==> config.mk <==
export PLATFORM = sky130hd
export DESIGN_NAME = status_word_top
export DESIGN_NICKNAME = d
export VERILOG_FILES = /design/src/rtl/status_word_pkg.sv /design/src/rtl/pointer_if.sv /design/src/rtl/status_word_top.sv /design/src/rtl/dual_pointer.sv
export VERILOG_INCLUDE_DIRS = /design/src /design/src/rtl
export SDC_FILE = /design/constraint.sdc
export NUM_CORES = 1
export LEC_CHECK = 0
export BUFFER_PORTS_ARGS = -buffer_cell sky130_fd_sc_hd__buf_2
export CORE_AREA = 2 2 98 100
export DETAILED_ROUTE_END_ITERATION = 6
export DIE_AREA = 0 0 100 102
export MAX_ROUTING_LAYER = met4
export PLACE_DENSITY = 0.77
export SYNTH_ARGS = -nofsm -noshare
export SYNTH_HDL_FRONTEND = slang
export SYNTH_SLANG_ARGS = --single-unit
export TNS_END_PERCENT = 20
==> constraint.sdc <==
create_clock -name I_CLOCK -period 2.1 [get_ports I_CLOCK]
set_input_delay 0.21 -clock I_CLOCK [delete_from_list [all_inputs] [get_ports I_CLOCK]]
set_output_delay 0.21 -clock I_CLOCK [all_outputs]
set_load 0.005 [all_outputs]
==> src/rtl/status_word_regs.svh <==
/*
 Register offsets, field positions, reset values and timing counts for the
 status word and pointer select block. Assumes one include per compile unit.
*/
`ifndef STATUS_WORD_REGS_SVH
`define STATUS_WORD_REGS_SVH

`define STATUS_ADDR       8'h8e
`define AUX1_ADDR         8'ha2
`define PTR_HI_ADDR       8'h83
`define PTR_LO_ADDR       8'h84
`define STATUS_CARRY_BIT  7
`define STATUS_HALF_BIT   6
`define STATUS_UF0_BIT    5
`define STATUS_BANK_HI    4
`define STATUS_BANK_LO    3
`define STATUS_OVF_BIT    2
`define STATUS_UF1_BIT    1
`define STATUS_PAR_BIT    0
`define AUX1_SEL_BIT      0
`define AUX1_ZERO_BIT     2
`define STATUS_RESET      8'h00
`define AUX1_RESET        8'h00
`define AUX1_RSVD_MASK    8'hc0
`define INC_CODE_BYTES    2
`define INC_MACH_CYCLES   6
`define BANK_BYTES        8'h08

`endif

==> src/rtl/status_word_pkg.sv <==
/*
 Types shared by the status word block and its pointer bank.
 Assumes the matching _regs.svh header supplies the numbers.
*/
package status_word_pkg;
    typedef logic [7:0]  byte_t;
    typedef logic [15:0] ptr_t;
    typedef enum logic [2:0] {
        ST_IDLE = 3'b001,
        ST_BUSY = 3'b010,
        ST_DONE = 3'b100
    } inc_state_e;
endpackage

==> src/rtl/pointer_if.sv <==
/*
 Carrier between the register block and the dual pointer bank.
 Assumes both ends run on the same core clock.
*/
`timescale 1ns/1ps
interface pointer_if;
    logic                       sel;
    logic                       wr_hi;
    logic                       wr_lo;
    logic                       inc;
    logic [7:0]                 wdata;
    logic [15:0]                ptr;
    modport ctrl (output sel, output wr_hi, output wr_lo, output inc, output wdata, input ptr);
    modport bank (input sel, input wr_hi, input wr_lo, input inc, input wdata, output ptr);
endinterface

==> src/rtl/status_word_top.sv <==
/*
 Status word and auxiliary control register with data pointer selection.
 Assumes the core presents one SFR access per cycle on the core clock,
 and a one-cycle machine-cycle enable pulse for the increment timing.
*/
`timescale 1ns/1ps
`include "status_word_regs.svh"

// Behaviour
// - Increment of aux register toggles pointer select
// - Increment is two bytes, six machine cycles
// - Status bit 7 holds ALU carry
// - Status bit 6 holds half carry
// - Status bit 5 free user flag
// - Status bits 4-3 select register bank
// - Status bit 2 set on signed overflow
// - Status bit 1 second free user flag
// - Status bit 0 shows accumulator odd parity
// - Status word resets to all zeros
// - Aux bits 7-6 undefined, never written one
// - Bank field maps banks to 8-byte windows
// - Select bit picks physical pointer zero or one
// - Aux bit 2 reads zero, ignores writes
// - Both pointers share high and low addresses
module status_word_top
    import status_word_pkg::*;
(
    input  wire logic         I_CLOCK,
    input  wire logic         I_RESETN,
    input  wire logic         I_MCYCLE_EN,
    input  wire logic [7:0]   I_SFR_ADDR,
    input  wire logic         I_SFR_WR,
    input  wire logic         I_SFR_RD,
    input  wire logic [7:0]   I_SFR_WDATA,
    input  wire logic         I_SFR_INC,
    input  wire logic         I_DATA_POINTER_INC,
    input  wire logic         I_ALU_FLAG_WE,
    input  wire logic         I_ALU_CARRY,
    input  wire logic         I_ALU_HALF_CARRY,
    input  wire logic         I_ALU_OVERFLOW,
    input  wire logic [7:0]   I_ACCUMULATOR,
    output logic [7:0]        O_SFR_RDATA,
    output logic              O_SFR_RVALID,
    output logic [7:0]        O_PROGRAM_STATUS_WORD,
    output logic [7:0]        O_AUXILIARY_CONTROL_ONE,
    output logic [1:0]        O_BANK_SELECT,
    output logic [7:0]        O_BANK_BASE,
    output logic              O_POINTER_SELECT,
    output logic [15:0]       O_DATA_POINTER,
    output logic              O_INC_BUSY,
    output logic              O_INC_DONE
);
    typedef struct packed {
        byte_t      status;
        logic       sel;
        logic [1:0] aux_hi;
        inc_state_e inc_st;
        logic [2:0] mcnt;
        byte_t      rdata;
        logic       rvalid;
        logic [7:0] bank_base;
        ptr_t       data_pointer;
        logic       done;
    } top_state_s;

    top_state_s st_ff;
    top_state_s nxt_st;
    pointer_if  pif();

    function automatic logic odd_parity(input byte_t v);
        return ^v;
    endfunction

    function automatic byte_t aux_view(input logic sel);
        byte_t v;
        v = 8'h00;
        v[`AUX1_SEL_BIT] = sel;
        v[`AUX1_ZERO_BIT] = 1'b0;
        return v;
    endfunction

    function automatic logic hit(input byte_t a, input byte_t b);
        return a == b;
    endfunction

    logic inc_aux;

    assign inc_aux = I_SFR_INC && hit(I_SFR_ADDR, `AUX1_ADDR) && st_ff.inc_st == ST_IDLE;

    always_comb begin
        nxt_st = st_ff;
        nxt_st.rvalid = 1'b0;
        nxt_st.done = 1'b0;
        // Hardware flag updates first; a software write in the same cycle wins
        if (I_ALU_FLAG_WE) begin
            nxt_st.status[`STATUS_CARRY_BIT] = I_ALU_CARRY;
            nxt_st.status[`STATUS_HALF_BIT] = I_ALU_HALF_CARRY;
            nxt_st.status[`STATUS_OVF_BIT] = I_ALU_OVERFLOW;
        end
        if (I_SFR_WR && hit(I_SFR_ADDR, `STATUS_ADDR)) begin
            nxt_st.status = I_SFR_WDATA;
        end
        // Parity is never stored from software; it tracks the accumulator
        nxt_st.status[`STATUS_PAR_BIT] = odd_parity(I_ACCUMULATOR);
        if (I_SFR_WR && hit(I_SFR_ADDR, `AUX1_ADDR)) begin
            nxt_st.sel = I_SFR_WDATA[`AUX1_SEL_BIT];
            nxt_st.aux_hi = 2'b00;
        end
        // Six machine cycle increment; select flips at the end
        case (st_ff.inc_st)
            ST_IDLE: begin
                if (inc_aux) begin
                    nxt_st.inc_st = ST_BUSY;
                    nxt_st.mcnt = 3'(`INC_MACH_CYCLES - 1);
                end
            end
            ST_BUSY: begin
                if (I_MCYCLE_EN) begin
                    if (st_ff.mcnt == 3'h0) begin
                        nxt_st.sel = ~st_ff.sel;
                        nxt_st.inc_st = ST_DONE;
                    end else begin
                        nxt_st.mcnt = 3'(st_ff.mcnt - 3'h1);
                    end
                end
            end
            ST_DONE: begin
                nxt_st.done = 1'b1;
                nxt_st.inc_st = ST_IDLE;
            end
            default: begin
                nxt_st.inc_st = ST_IDLE;
            end
        endcase
        nxt_st.bank_base = {3'h0, nxt_st.status[`STATUS_BANK_HI:`STATUS_BANK_LO], 3'h0};
        nxt_st.data_pointer = pif.ptr;
        if (I_SFR_RD) begin
            nxt_st.rvalid = 1'b1;
            if (hit(I_SFR_ADDR, `STATUS_ADDR)) begin
                // Stored parity bit is already the previous cycle's accumulator parity
                nxt_st.rdata = st_ff.status;
            end else if (hit(I_SFR_ADDR, `AUX1_ADDR)) begin
                nxt_st.rdata = aux_view(st_ff.sel);
            end else if (hit(I_SFR_ADDR, `PTR_HI_ADDR)) begin
                nxt_st.rdata = pif.ptr[15:8];
            end else if (hit(I_SFR_ADDR, `PTR_LO_ADDR)) begin
                nxt_st.rdata = pif.ptr[7:0];
            end else begin
                nxt_st.rdata = 8'h00;
            end
        end
    end

    always_ff @(posedge I_CLOCK) begin
        if (!I_RESETN) begin
            st_ff <= '{status: `STATUS_RESET, sel: 1'b0, aux_hi: 2'b00, inc_st: ST_IDLE,
                       mcnt: 3'h0, rdata: 8'h00, rvalid: 1'b0, bank_base: 8'h00,
                       data_pointer: 16'h0000, done: 1'b0};
        end else begin
            st_ff <= nxt_st;
        end
    end

    assign pif.sel = st_ff.sel;
    assign pif.wr_hi = I_SFR_WR && hit(I_SFR_ADDR, `PTR_HI_ADDR);
    assign pif.wr_lo = I_SFR_WR && hit(I_SFR_ADDR, `PTR_LO_ADDR);
    assign pif.inc = I_DATA_POINTER_INC;
    assign pif.wdata = I_SFR_WDATA;

    dual_pointer u_pointers (
        .i_clock  (I_CLOCK),
        .i_resetn (I_RESETN),
        .pif      (pif.bank)
    );

    assign O_SFR_RDATA = st_ff.rdata;
    assign O_SFR_RVALID = st_ff.rvalid;
    assign O_PROGRAM_STATUS_WORD = st_ff.status;
    assign O_AUXILIARY_CONTROL_ONE = {st_ff.aux_hi, 5'h00, st_ff.sel};
    assign O_BANK_SELECT = st_ff.status[`STATUS_BANK_HI:`STATUS_BANK_LO];
    assign O_BANK_BASE = st_ff.bank_base;
    assign O_POINTER_SELECT = st_ff.sel;
    assign O_DATA_POINTER = st_ff.data_pointer;
    // One-hot code: the busy state is a single flop, no decode on the pin
    assign O_INC_BUSY = st_ff.inc_st[1];
    assign O_INC_DONE = st_ff.done;
endmodule

==> src/rtl/dual_pointer.sv <==
/*
 Two physical data pointers behind one architectural view.
 Assumes write strobes are one-cycle pulses on the core clock.
*/
`timescale 1ns/1ps
module dual_pointer
    import status_word_pkg::*;
(
    input  wire logic    i_clock,
    input  wire logic    i_resetn,
    pointer_if.bank      pif
);
    typedef struct packed {
        ptr_t p0;
        ptr_t p1;
    } ptr_state_s;

    ptr_state_s st_ff;
    ptr_state_s nxt_st;

    always_comb begin
        nxt_st = st_ff;
        // Only the selected pointer is touched
        if (pif.sel == 1'b0) begin
            if (pif.wr_hi) nxt_st.p0[15:8] = pif.wdata;
            if (pif.wr_lo) nxt_st.p0[7:0] = pif.wdata;
            if (pif.inc) nxt_st.p0 = 16'(st_ff.p0 + 16'h0001);
        end else begin
            if (pif.wr_hi) nxt_st.p1[15:8] = pif.wdata;
            if (pif.wr_lo) nxt_st.p1[7:0] = pif.wdata;
            if (pif.inc) nxt_st.p1 = 16'(st_ff.p1 + 16'h0001);
        end
    end

    always_ff @(posedge i_clock) begin
        if (!i_resetn) st_ff <= '0;
        else st_ff <= nxt_st;
    end

    assign pif.ptr = pif.sel ? st_ff.p1 : st_ff.p0;
endmodule

After elaboration in Yosys (flattened, before gate mapping)

Cells that the tools add are included.

Bits in registers: 81
Latch bits: 0
Memory bits (writable): 0
Bits in read-only memories: 0
Input bits: 35
Output and inout port bits: 54
Word-level logic and storage cells: 73
Memories: 0

$add $sub $neg: 3
Multiply operators: 0
Div/mod/pow operators: 0
$lt $le $gt $ge: 0
Equal/unequal tests: 11
Shifts and indexed selects: 0
Multiplexer cells: 24
Bitwise gates (word level): 1
Reductions and logical operators: 18

Operators with widths:

| cell                                                | number |
|---|---|
| two-way mux 8 bit                                   | 7 |
| two-way mux 16 bit                                  | 3 |
| adder 16 x 1 -> 16 bit, second input constant       | 2 |
| equality test 8 bit, second input constant          | 4 |
| two-way mux 6 bit                                   | 2 |
| one-hot mux 3 bit (2 select lines)                  | 2 |
| two-way mux 3 bit                                   | 3 |
| two-way mux 9 bit                                   | 1 |
| != test 2 bit, second input constant                | 4 |
| AND reduction 2 bit                                 | 4 |
| nonzero test 2 bit                                  | 4 |
| parity 8 bit                                        | 1 |
| logical AND 1 bit                                   | 6 |
| two-way mux 1 bit                                   | 5 |
| AND reduction 4 bit                                 | 1 |
| equality test 3 x 1 -> 1 bit, second input constant | 1 |
| equality test 3 x 2 -> 1 bit, second input constant | 1 |
| equality test 3 bit, second input constant          | 1 |
| zero test 3 bit                                     | 1 |
| AND reduction 3 bit                                 | 1 |
| subtractor 3 x 1 -> 3 bit, second input constant    | 1 |
| two-way mux 2 bit                                   | 1 |
| NOT 1 bit                                           | 1 |

Longest topological paths before layout

Gate-level depths: netlist of the first run.

Depth in word-level cells: 6
Gate-level depth with buffers: 7
Gate-level depth less buffers: 7

Hierarchy

A second synthesis of the first run with hierarchy kept.

Cells, all modules: 512
Area, all modules: 4538.1 um^2

Modules (own cells, without submodules):

| module          | times used | cells an instance | area each (um^2) | seq. area each (um^2) |
|---|---|---|---|---|
| dual_pointer    | 1          | 296               | 2437.3           | 640.6 |
| status_word_top | 1          | 216               | 2100.8           | 820.8 |

Worst setup path after synthesis of the first run

Ideal clock, no wire load.

Path kind: input port to flip-flop
From: input I_SFR_ADDR[5]
To: register u_pointers.st_ff[8] (netlist bit)
Arrival: 1.689 ns
Data required time: 1.997 ns
Setup slack: 0.308 ns
Cell stages on the path: 4
Cell sequence: or4b_4 o41ai_4 nor2_1 a2111oi_2

Longest elaborated chain between the ends: 4

Ends and longest elaborated chain:

| what                          | line                   | source |
|---|---|---|
| start, declared               | status_word_top.sv:31  | `input wire logic [7:0] I_SFR_ADDR,` |
| equality test 8 bit           | status_word_top.sv:83  | `return a == b;` |
| logical AND 1 bit             | status_word_top.sv:165 | `` assign pif.wr_hi = I_SFR_WR && hit(I_SFR_ADDR, `PTR_HI_ADDR); `` |
| nonzero test 2 bit (no line)  | -                      |  |
| AND reduction 2 bit (no line) | -                      |  |
| end signal, assigned          | dual_pointer.sv:37     | `else st_ff <= nxt_st;` |
| end, declared                 | dual_pointer.sv:18     | `ptr_state_s st_ff;` |

Every way passes these cells.
A chain may end at the register's enable or synchronous reset.

Worst setup path after layout of the first run

From: register u_pointers.st_ff[1] (netlist bit)
To: register u_pointers.st_ff[10] (netlist bit)

Longest elaborated chain between the ends: 2

Ends and longest elaborated chain:

| what                   | line               | source |
|---|---|---|
| adder 16 x 1 -> 16 bit | dual_pointer.sv:31 | `if (pif.inc) nxt_st.p1 = 16'(st_ff.p1 + 16'h0001);` |
| two-way mux 16 bit     | dual_pointer.sv:31 |  |

Every way passes these cells.

==> out/results.txt, run 1 <==
Status - finished, final reports clean
DP Area - 0.00444 mm2
P_leak - 1.91 nW
Filler cell count - 879
Post-detailed-route count of antenna-violating nets - 0
DRC Markers - 0
Slew margin rel. - 63.3%
Die footprint - 0.0102 mm2
Post-Route WL - 12.0 mm
VDD IR max - 0.408 mV
Starting Density - 45.9%
Post-synth EDFFs - 0
Nature of the critical path startpoint - flop
Reg2Reg Depth - 6
R2R setup slack - 0.21 ns
Chip height - 102 um
1st-pass router iterations - 5
WP data arrival - 2.19 ns
CTS Hold Bufs - 0
Hold path startpoint - I_SFR_WDATA[3]
Root Buffer - clkbuf_8
Async SR Flop Fraction - 0%
Global route hottest layer - met2
FF-to-FF End - u_pointers.st_ff[10]
Syn_area_per_cell - 8.11 um2
Met1 Resource Use GR - 31.1%
Die width - 100 um
# resized after CTS - 0
Crit path kind - reg -> reg
Share of layout cells above drive strength 1 - 21.8%
CTS sink cnt - 73
TritonCTS clock tree - done
Skew final - 0.0101 ns
Largest net degree at the start of global routing - 30
Max Cap Viol - 0
Tmin final - 1.89 ns
Synth warnings - 0
HPWL after DPL - 9.02 mm
Syn Inst Count - 516
Period utilization - 89.9%
Achievable Freq - 530 MHz
Via count - 4090
CTS buffer count - 9
CTS clk-pin slew, worst paths - 0.08 ns
Worst hold path endpoint - O_PROGRAM_STATUS_WORD[3]
Synth Cell Area - 0.00418 mm2
Crit-path max FO - 6
Gr usage total - 24.6%
Antenna violations before repair - 0
H-Tree Depth - 3
Diodes inserted - 0
Final Max Tran Viols - 0
CTS max path bufs - 2
Reg-to-Reg Start - u_pointers.st_ff[1]
Finished Cell Area - 0.00469 mm2
Distinct cells, synth - 62
Vias in the first global route - 3715
Hold depth - 3
Skew-Pair Late Insertion Delay - 0.35 ns
Via density - 6.07
PwrDens - 672 mW/mm2
Post-CTS Setup Inserts - 0
Standard-cell row count - 35
Layout Nets - 597
Top_reg_cell synth - dfxtp_1
Met2 Use GR - 38.8%
I/O pins - 89
Routability Congestion - 1.02
Initial DRC Count - 458
Worst setup margin - 0.212 ns
Setup tns final - 0 ns
Sequential-to-total area share from yosys stat - 34.9%
Yosys reg bits - 73
Routed wire per std cell - 17.8 um
Setup WS pre-CTS - 0.144 ns
GR Overflow Total - 0
Layout area overhead - 12.0%
Final Hold Vio Count - 0
First-pass GRT wire length - 19.2 mm
Core footprint - 0.00911 mm2
PortBufs - 75
Worst hold path class - in -> reg
Slew @ Worst Pin - 0.543 ns
Crit. End Element - flop
RSZ-0062 raised after global routing - false
Met3 global-route usage - 4.45%
Worst Path Required - 2.40 ns
# setup viols final - 0
## cell type report
cell class,instances,area [um2],area share [%]
Clock buffer,10,138,2.94
Clock inverter,6,113,2.40
Inverter,10,37.5,0.801
Multi-Input combinational cell,368,2250,48.0
Sequential cell,73,1460,31.2
Tap cell,111,139,2.96
Timing Repair Buffer,96,546,11.6
## layer usage
metal,share of wire [%],up-vias
li1,-,1909
met1,42,1900
met2,46,239
met3,9.1,42
met4,3.4,0
met5,0,-
## registers in the layout (all words and copies together) (netlist names)
signal,flops
u_pointers.st_ff,32
O_DATA_POINTER,16
O_PROGRAM_STATUS_WORD,8
O_SFR_RDATA,8
st_ff,5
O_INC_BUSY,1
O_INC_DONE,1
O_POINTER_SELECT,1
O_SFR_RVALID,1
## worst max-delay path by stage
stage	from	endpoint	cells after the start
4_1_cts	u_pointers.st_ff[1]	u_pointers.st_ff[10]	6
5_1_grt	u_pointers.st_ff[0]	u_pointers.st_ff[10]	6
2_1_floorplan	I_SFR_ADDR[5]	u_pointers.st_ff[8]	4
6_report	u_pointers.st_ff[1]	u_pointers.st_ff[10]	6
3_5_place_dp	I_SFR_ADDR[5]	u_pointers.st_ff[16]	6
3_3_place_gp	I_SFR_ADDR[5]	u_pointers.st_ff[16]	6
## synth_stat cells, types with 3 or more instances
cell type	instances	area share [%]
a31o_2	3	0.63
dfxtp_1	73	35
and3_1	3	0.45
nand2b_1	4	0.60
xnor2_1	5	1.0
o22ai_1	11	1.6
mux2i_1	24	5.7
nor3_1	9	1.1
and4_1	3	0.63
a31oi_1	5	0.75
nor3b_1	3	0.54
nor4_1	6	0.90
buf_4	50	9.0
nor2_1	65	5.8
o21ai_0	30	3.6
or3_1	4	0.60
xor2_1	3	0.63
nand3b_1	4	0.72
ha_1	4	1.2
a221oi_1	7	1.5
a211oi_1	14	2.5
inv_1	8	0.72
clkbuf_1	25	2.2
o31ai_1	7	1.3
nand4_1	15	2.2
o2111a_1	3	0.81
nor2b_1	5	0.75
a221o_1	3	0.72
nand2_1	41	3.7
nand3_1	14	1.7
a21oi_1	24	2.9
## kinds of logic (layout without fill, tap and decap cells)
family	after synthesis	in the layout	synth area share, %
buf+inv	87	122	12.4
flops	73	73	34.9
mux	24	24	5.74
xor+xnor	8	8	1.67
compound gates	130	130	21.5
fa+ha+maj	4	4	1.20
simple gates	189	189	22.5
other cells	1	13	0.0896
## where the power goes
group	internal (mW)	switching (mW)
logic	0.124	0.188
registers	1.42	0.0281
clock network	0.829	0.559
## per-stage QoR
step	instances	util [%]	hold slack [ns]	power [mW]
6_report	674	51.4	0.131	3.15
5_1_grt	674	51.4	0.151	3.24
3_5_place_dp	658	48.7	0.430	1.78
2_1_floorplan	528	-	0.354	1.70
4_1_cts	674	51.4	0.124	3.14
3_3_place_gp	658	48.7	0.422	1.78
## cells in the final DEF, fill, tap and decap left out, types with 3 or more instances in the layout
| master | instances |
|---|---|
| xor2_1 | 3 |
| nand2_1 | 41 |
| buf_4 | 20 |
| bufinv_16 | 3 |
| ha_1 | 4 |
| nor2b_1 | 5 |
| nand4_1 | 15 |
| and4_1 | 3 |
| xnor2_1 | 5 |
| a221o_1 | 3 |
| a211oi_1 | 14 |
| mux2i_1 | 24 |
| or3_1 | 4 |
| inv_1 | 8 |
| o21ai_0 | 30 |
| o2111a_1 | 3 |
| a31oi_1 | 5 |
| nand3_1 | 14 |
| buf_2 | 75 |
| nor3b_1 | 3 |
| conb_1 | 13 |
| nand3b_1 | 4 |
| nor2_1 | 65 |
| nand2b_1 | 4 |
| a31o_2 | 3 |
| dfxtp_1 | 72 |
| and3_1 | 3 |
| o22ai_1 | 11 |
| a221oi_1 | 7 |
| nor4_1 | 6 |
| o31ai_1 | 7 |
| nor3_1 | 9 |
| clkbuf_8 | 10 |
| a21oi_1 | 24 |
## worst max-delay path: stages (launching register included)
cell and delay (ns):
dfxtp_1 0.44, ha_1 0.24, nand3_1 0.21, or3_1 0.43, o32a_1 0.30, nor2_1 0.10, o21a_1 0.13
(Power assumes the default switching activity.)
==> run 2, diff against run 1 <==
Clock period 2.1 ns to 2 ns, I/O delays scaled along.
==> out/results.txt, run 2 (synthesized netlist as in run 1, its figures left out) <==
Slew margin rel. - 58.7% (-4.6 points)
Die width - 100 um (unchanged)
First-pass GRT wire length - 19.6 mm (+2.3%)
Tmin final - 1.81 ns (-0.0779 ns)
Die footprint - 0.0102 mm2 (unchanged)
Worst hold path class - in -> reg
Antenna violations before repair - 0 (unchanged)
CTS buffer count - 9 (unchanged)
Max reg flops - 32 (unchanged)
Routed wire per std cell - 18.2 um (+2.2%)
PortBufs - 75 (unchanged)
RSZ-0062 raised after global routing - false
CTS max path bufs - 2 (unchanged)
Initial DRC Count - 306 (-33%)
Routability Congestion - 0.984 (-3.6%)
Skew-Pair Late Insertion Delay - 0.35 ns (about the same)
Gr usage total - 25.5% (+0.95 points)
Commonest non-fill, non-tap cell in the layout - buf_2
CP max stage cell - or3_1
Crit. End Element - flop
H-Tree Depth - 3 (unchanged)
Max Cap Viol - 0 (unchanged)
CTS Hold Bufs - 0 (unchanged)
I/O pins - 89 (unchanged)
Layout Nets - 602 (+0.84%)
Post-Route WL - 12.4 mm (+3.0%)
Final Hold Vio Count - 0 (unchanged)
# setup viols final - 0 (unchanged)
Biggest register - u_pointers.st_ff
Area of the multi-input gates - 0.00225 mm2 (unchanged)
Worst Path Required - 2.30 ns (-0.10 ns)
Chip height - 102 um (unchanged)
PwrDens - 625 mW/mm2 (-6.9%)
Starting Density - 45.9% (unchanged)
Slew @ Worst Pin - 0.618 ns (+0.0754 ns)
Buffers and inverters on the worst path - 0 (unchanged)
CP max stage delay - 0.44 ns (about the same)
Vias in the first global route - 3824 (+2.9%)
Diodes inserted - 0 (unchanged)
Standard-cell row count - 35 (unchanged)
Commonest non-fill, non-tap cells in the layout - buf_2 (75), dfxtp_1 (70), nor2_1 (65), nand2_1 (41), o21ai_0 (30)
GR Overflow Total - 0 (unchanged)
WP data arrival - 2.11 ns (-0.08 ns)
Via density - 6.01 (-1.0%)
HPWL after DPL - 9.22 mm (+2.2%)
Share of layout cells above drive strength 1 - 22.9% (+1.0 points)
DRC Markers - 0 (unchanged)
Final Max Tran Viols - 0 (unchanged)
Status - finished, final reports clean
Crit-path max FO - 6 (unchanged)
CTS clk-pin slew, worst paths - 0.08 ns (about the same)
Via count - 4078 (-0.29%)
Filler cell count - 896 (+1.9%)
Crit-path cells - ha_1 -> nand3_1 -> or3_1 -> o32a_1 -> nor2_1 -> o21a_1
Min Hold Slack - 0.113 ns (-0.0173 ns)
TritonCTS clock tree - done
Crit path kind - reg -> reg
CP top delay family - simple AND/OR/NAND/NOR gates
Post-detailed-route count of antenna-violating nets - 0 (unchanged)
Achievable Freq - 552 MHz (+4.3%)
P_leak - 1.91 nW (-0.18%)
Nature of the critical path startpoint - flop
Core footprint - 0.00911 mm2 (unchanged)
Period utilization - 90.5% (+0.60 points)
1st-pass router iterations - 5 (unchanged)
Layout area overhead - 11.6%
CTS sink cnt - 73 (unchanged)
VDD IR max - 0.245 mV (-40%)
Skew final - 0.00592 ns (-0.00418 ns)
Reg area - 0.00147 mm2 (+0.17%)
Root Buffer - clkbuf_8
Largest net degree at the start of global routing - 29 (-3.3%)
Setup tns final - 0 ns (unchanged)
==> run 2: cell count changes in the layout (fill, tap and decap cells not counted), sizes merged <==
cell / previous run / this run
inv: 10 / 8
clkinv: 3 / 5
clkbuf: 10 / 11
bufinv: 3 / 0
clkinvlp: 0 / 2
buf: 96 / 101
==> run 2: area by class of cell <==
| cell class | instances | share of cell area [%] |
|---|---|---|
| inverters | 10 | 0.804 |
| repair buffers | 101 | 12.8 |
| clock inverters | 5 | 0.643 |
| well taps | 111 | 2.97 |
| clock buffers | 11 | 3.24 |
| flip-flops and latches | 73 | 31.4 |
| multi-input cells | 368 | 48.2 |
==> run 2: path summary, 6_finish.rpt <==
kind                                                  to           startpoint  cells past startpoint  slack, ns
worst max register to register      u_pointers.st_ff[10]  u_pointers.st_ff[1]                      6       0.19
worst min-delay path            O_PROGRAM_STATUS_WORD[3]       I_SFR_WDATA[3]                      3       0.11
worst max-delay path                u_pointers.st_ff[10]  u_pointers.st_ff[1]                      6       0.19
worst min register to register                O_INC_DONE            st_ff[37]                      1       0.44
==> run 2: worst reg2reg max path, stage by stage, from the launching register on <==
cell	delay, ns
dfxtp_2	0.39
ha_1	0.20
nand3_1	0.20
or3_1	0.44
o32a_1	0.30
nor2_1	0.09
o21a_1	0.14
==> run 2: where the power goes <==
part	leakage (nW)	switching [mW]	internal, mW
clock	0.0911	0.552	0.511
combinational	1.22	0.204	0.134
sequential	0.595	0.0283	1.49
total	1.91	0.784	2.14
==> run 2: stage by stage <==
stage                     cell area, um2  instances  util (%)  setup slack, ns  total power, mW
after CTS                           4670        679      51.2            0.114             2.93
after detailed placement            4490        663      49.2           0.0222             1.88
final                               4670        679      51.3            0.190             2.92
after global routing                4670        679      51.3           0.0600             3.02
after floorplan                     4230        528         -            0.218             1.78
after global placement              4490        663      49.2           0.0909             1.88
==> run 2: timing repair <==
action / 4_1_cts / 5_1_grt
resized for setup: 0 / 2
setup buffers: 0 / 0
setup endpoints to repair: 0 / 1
==> run 2: routing by layer <==
layer,GRT usage (%),wire length (um),vias to the layer above
met5,-,0,-
li1,-,-,1920
met1,31.5,5420,1944
met4,12.2,303,0
met3,2.87,825,26
met2,41.9,5840,188
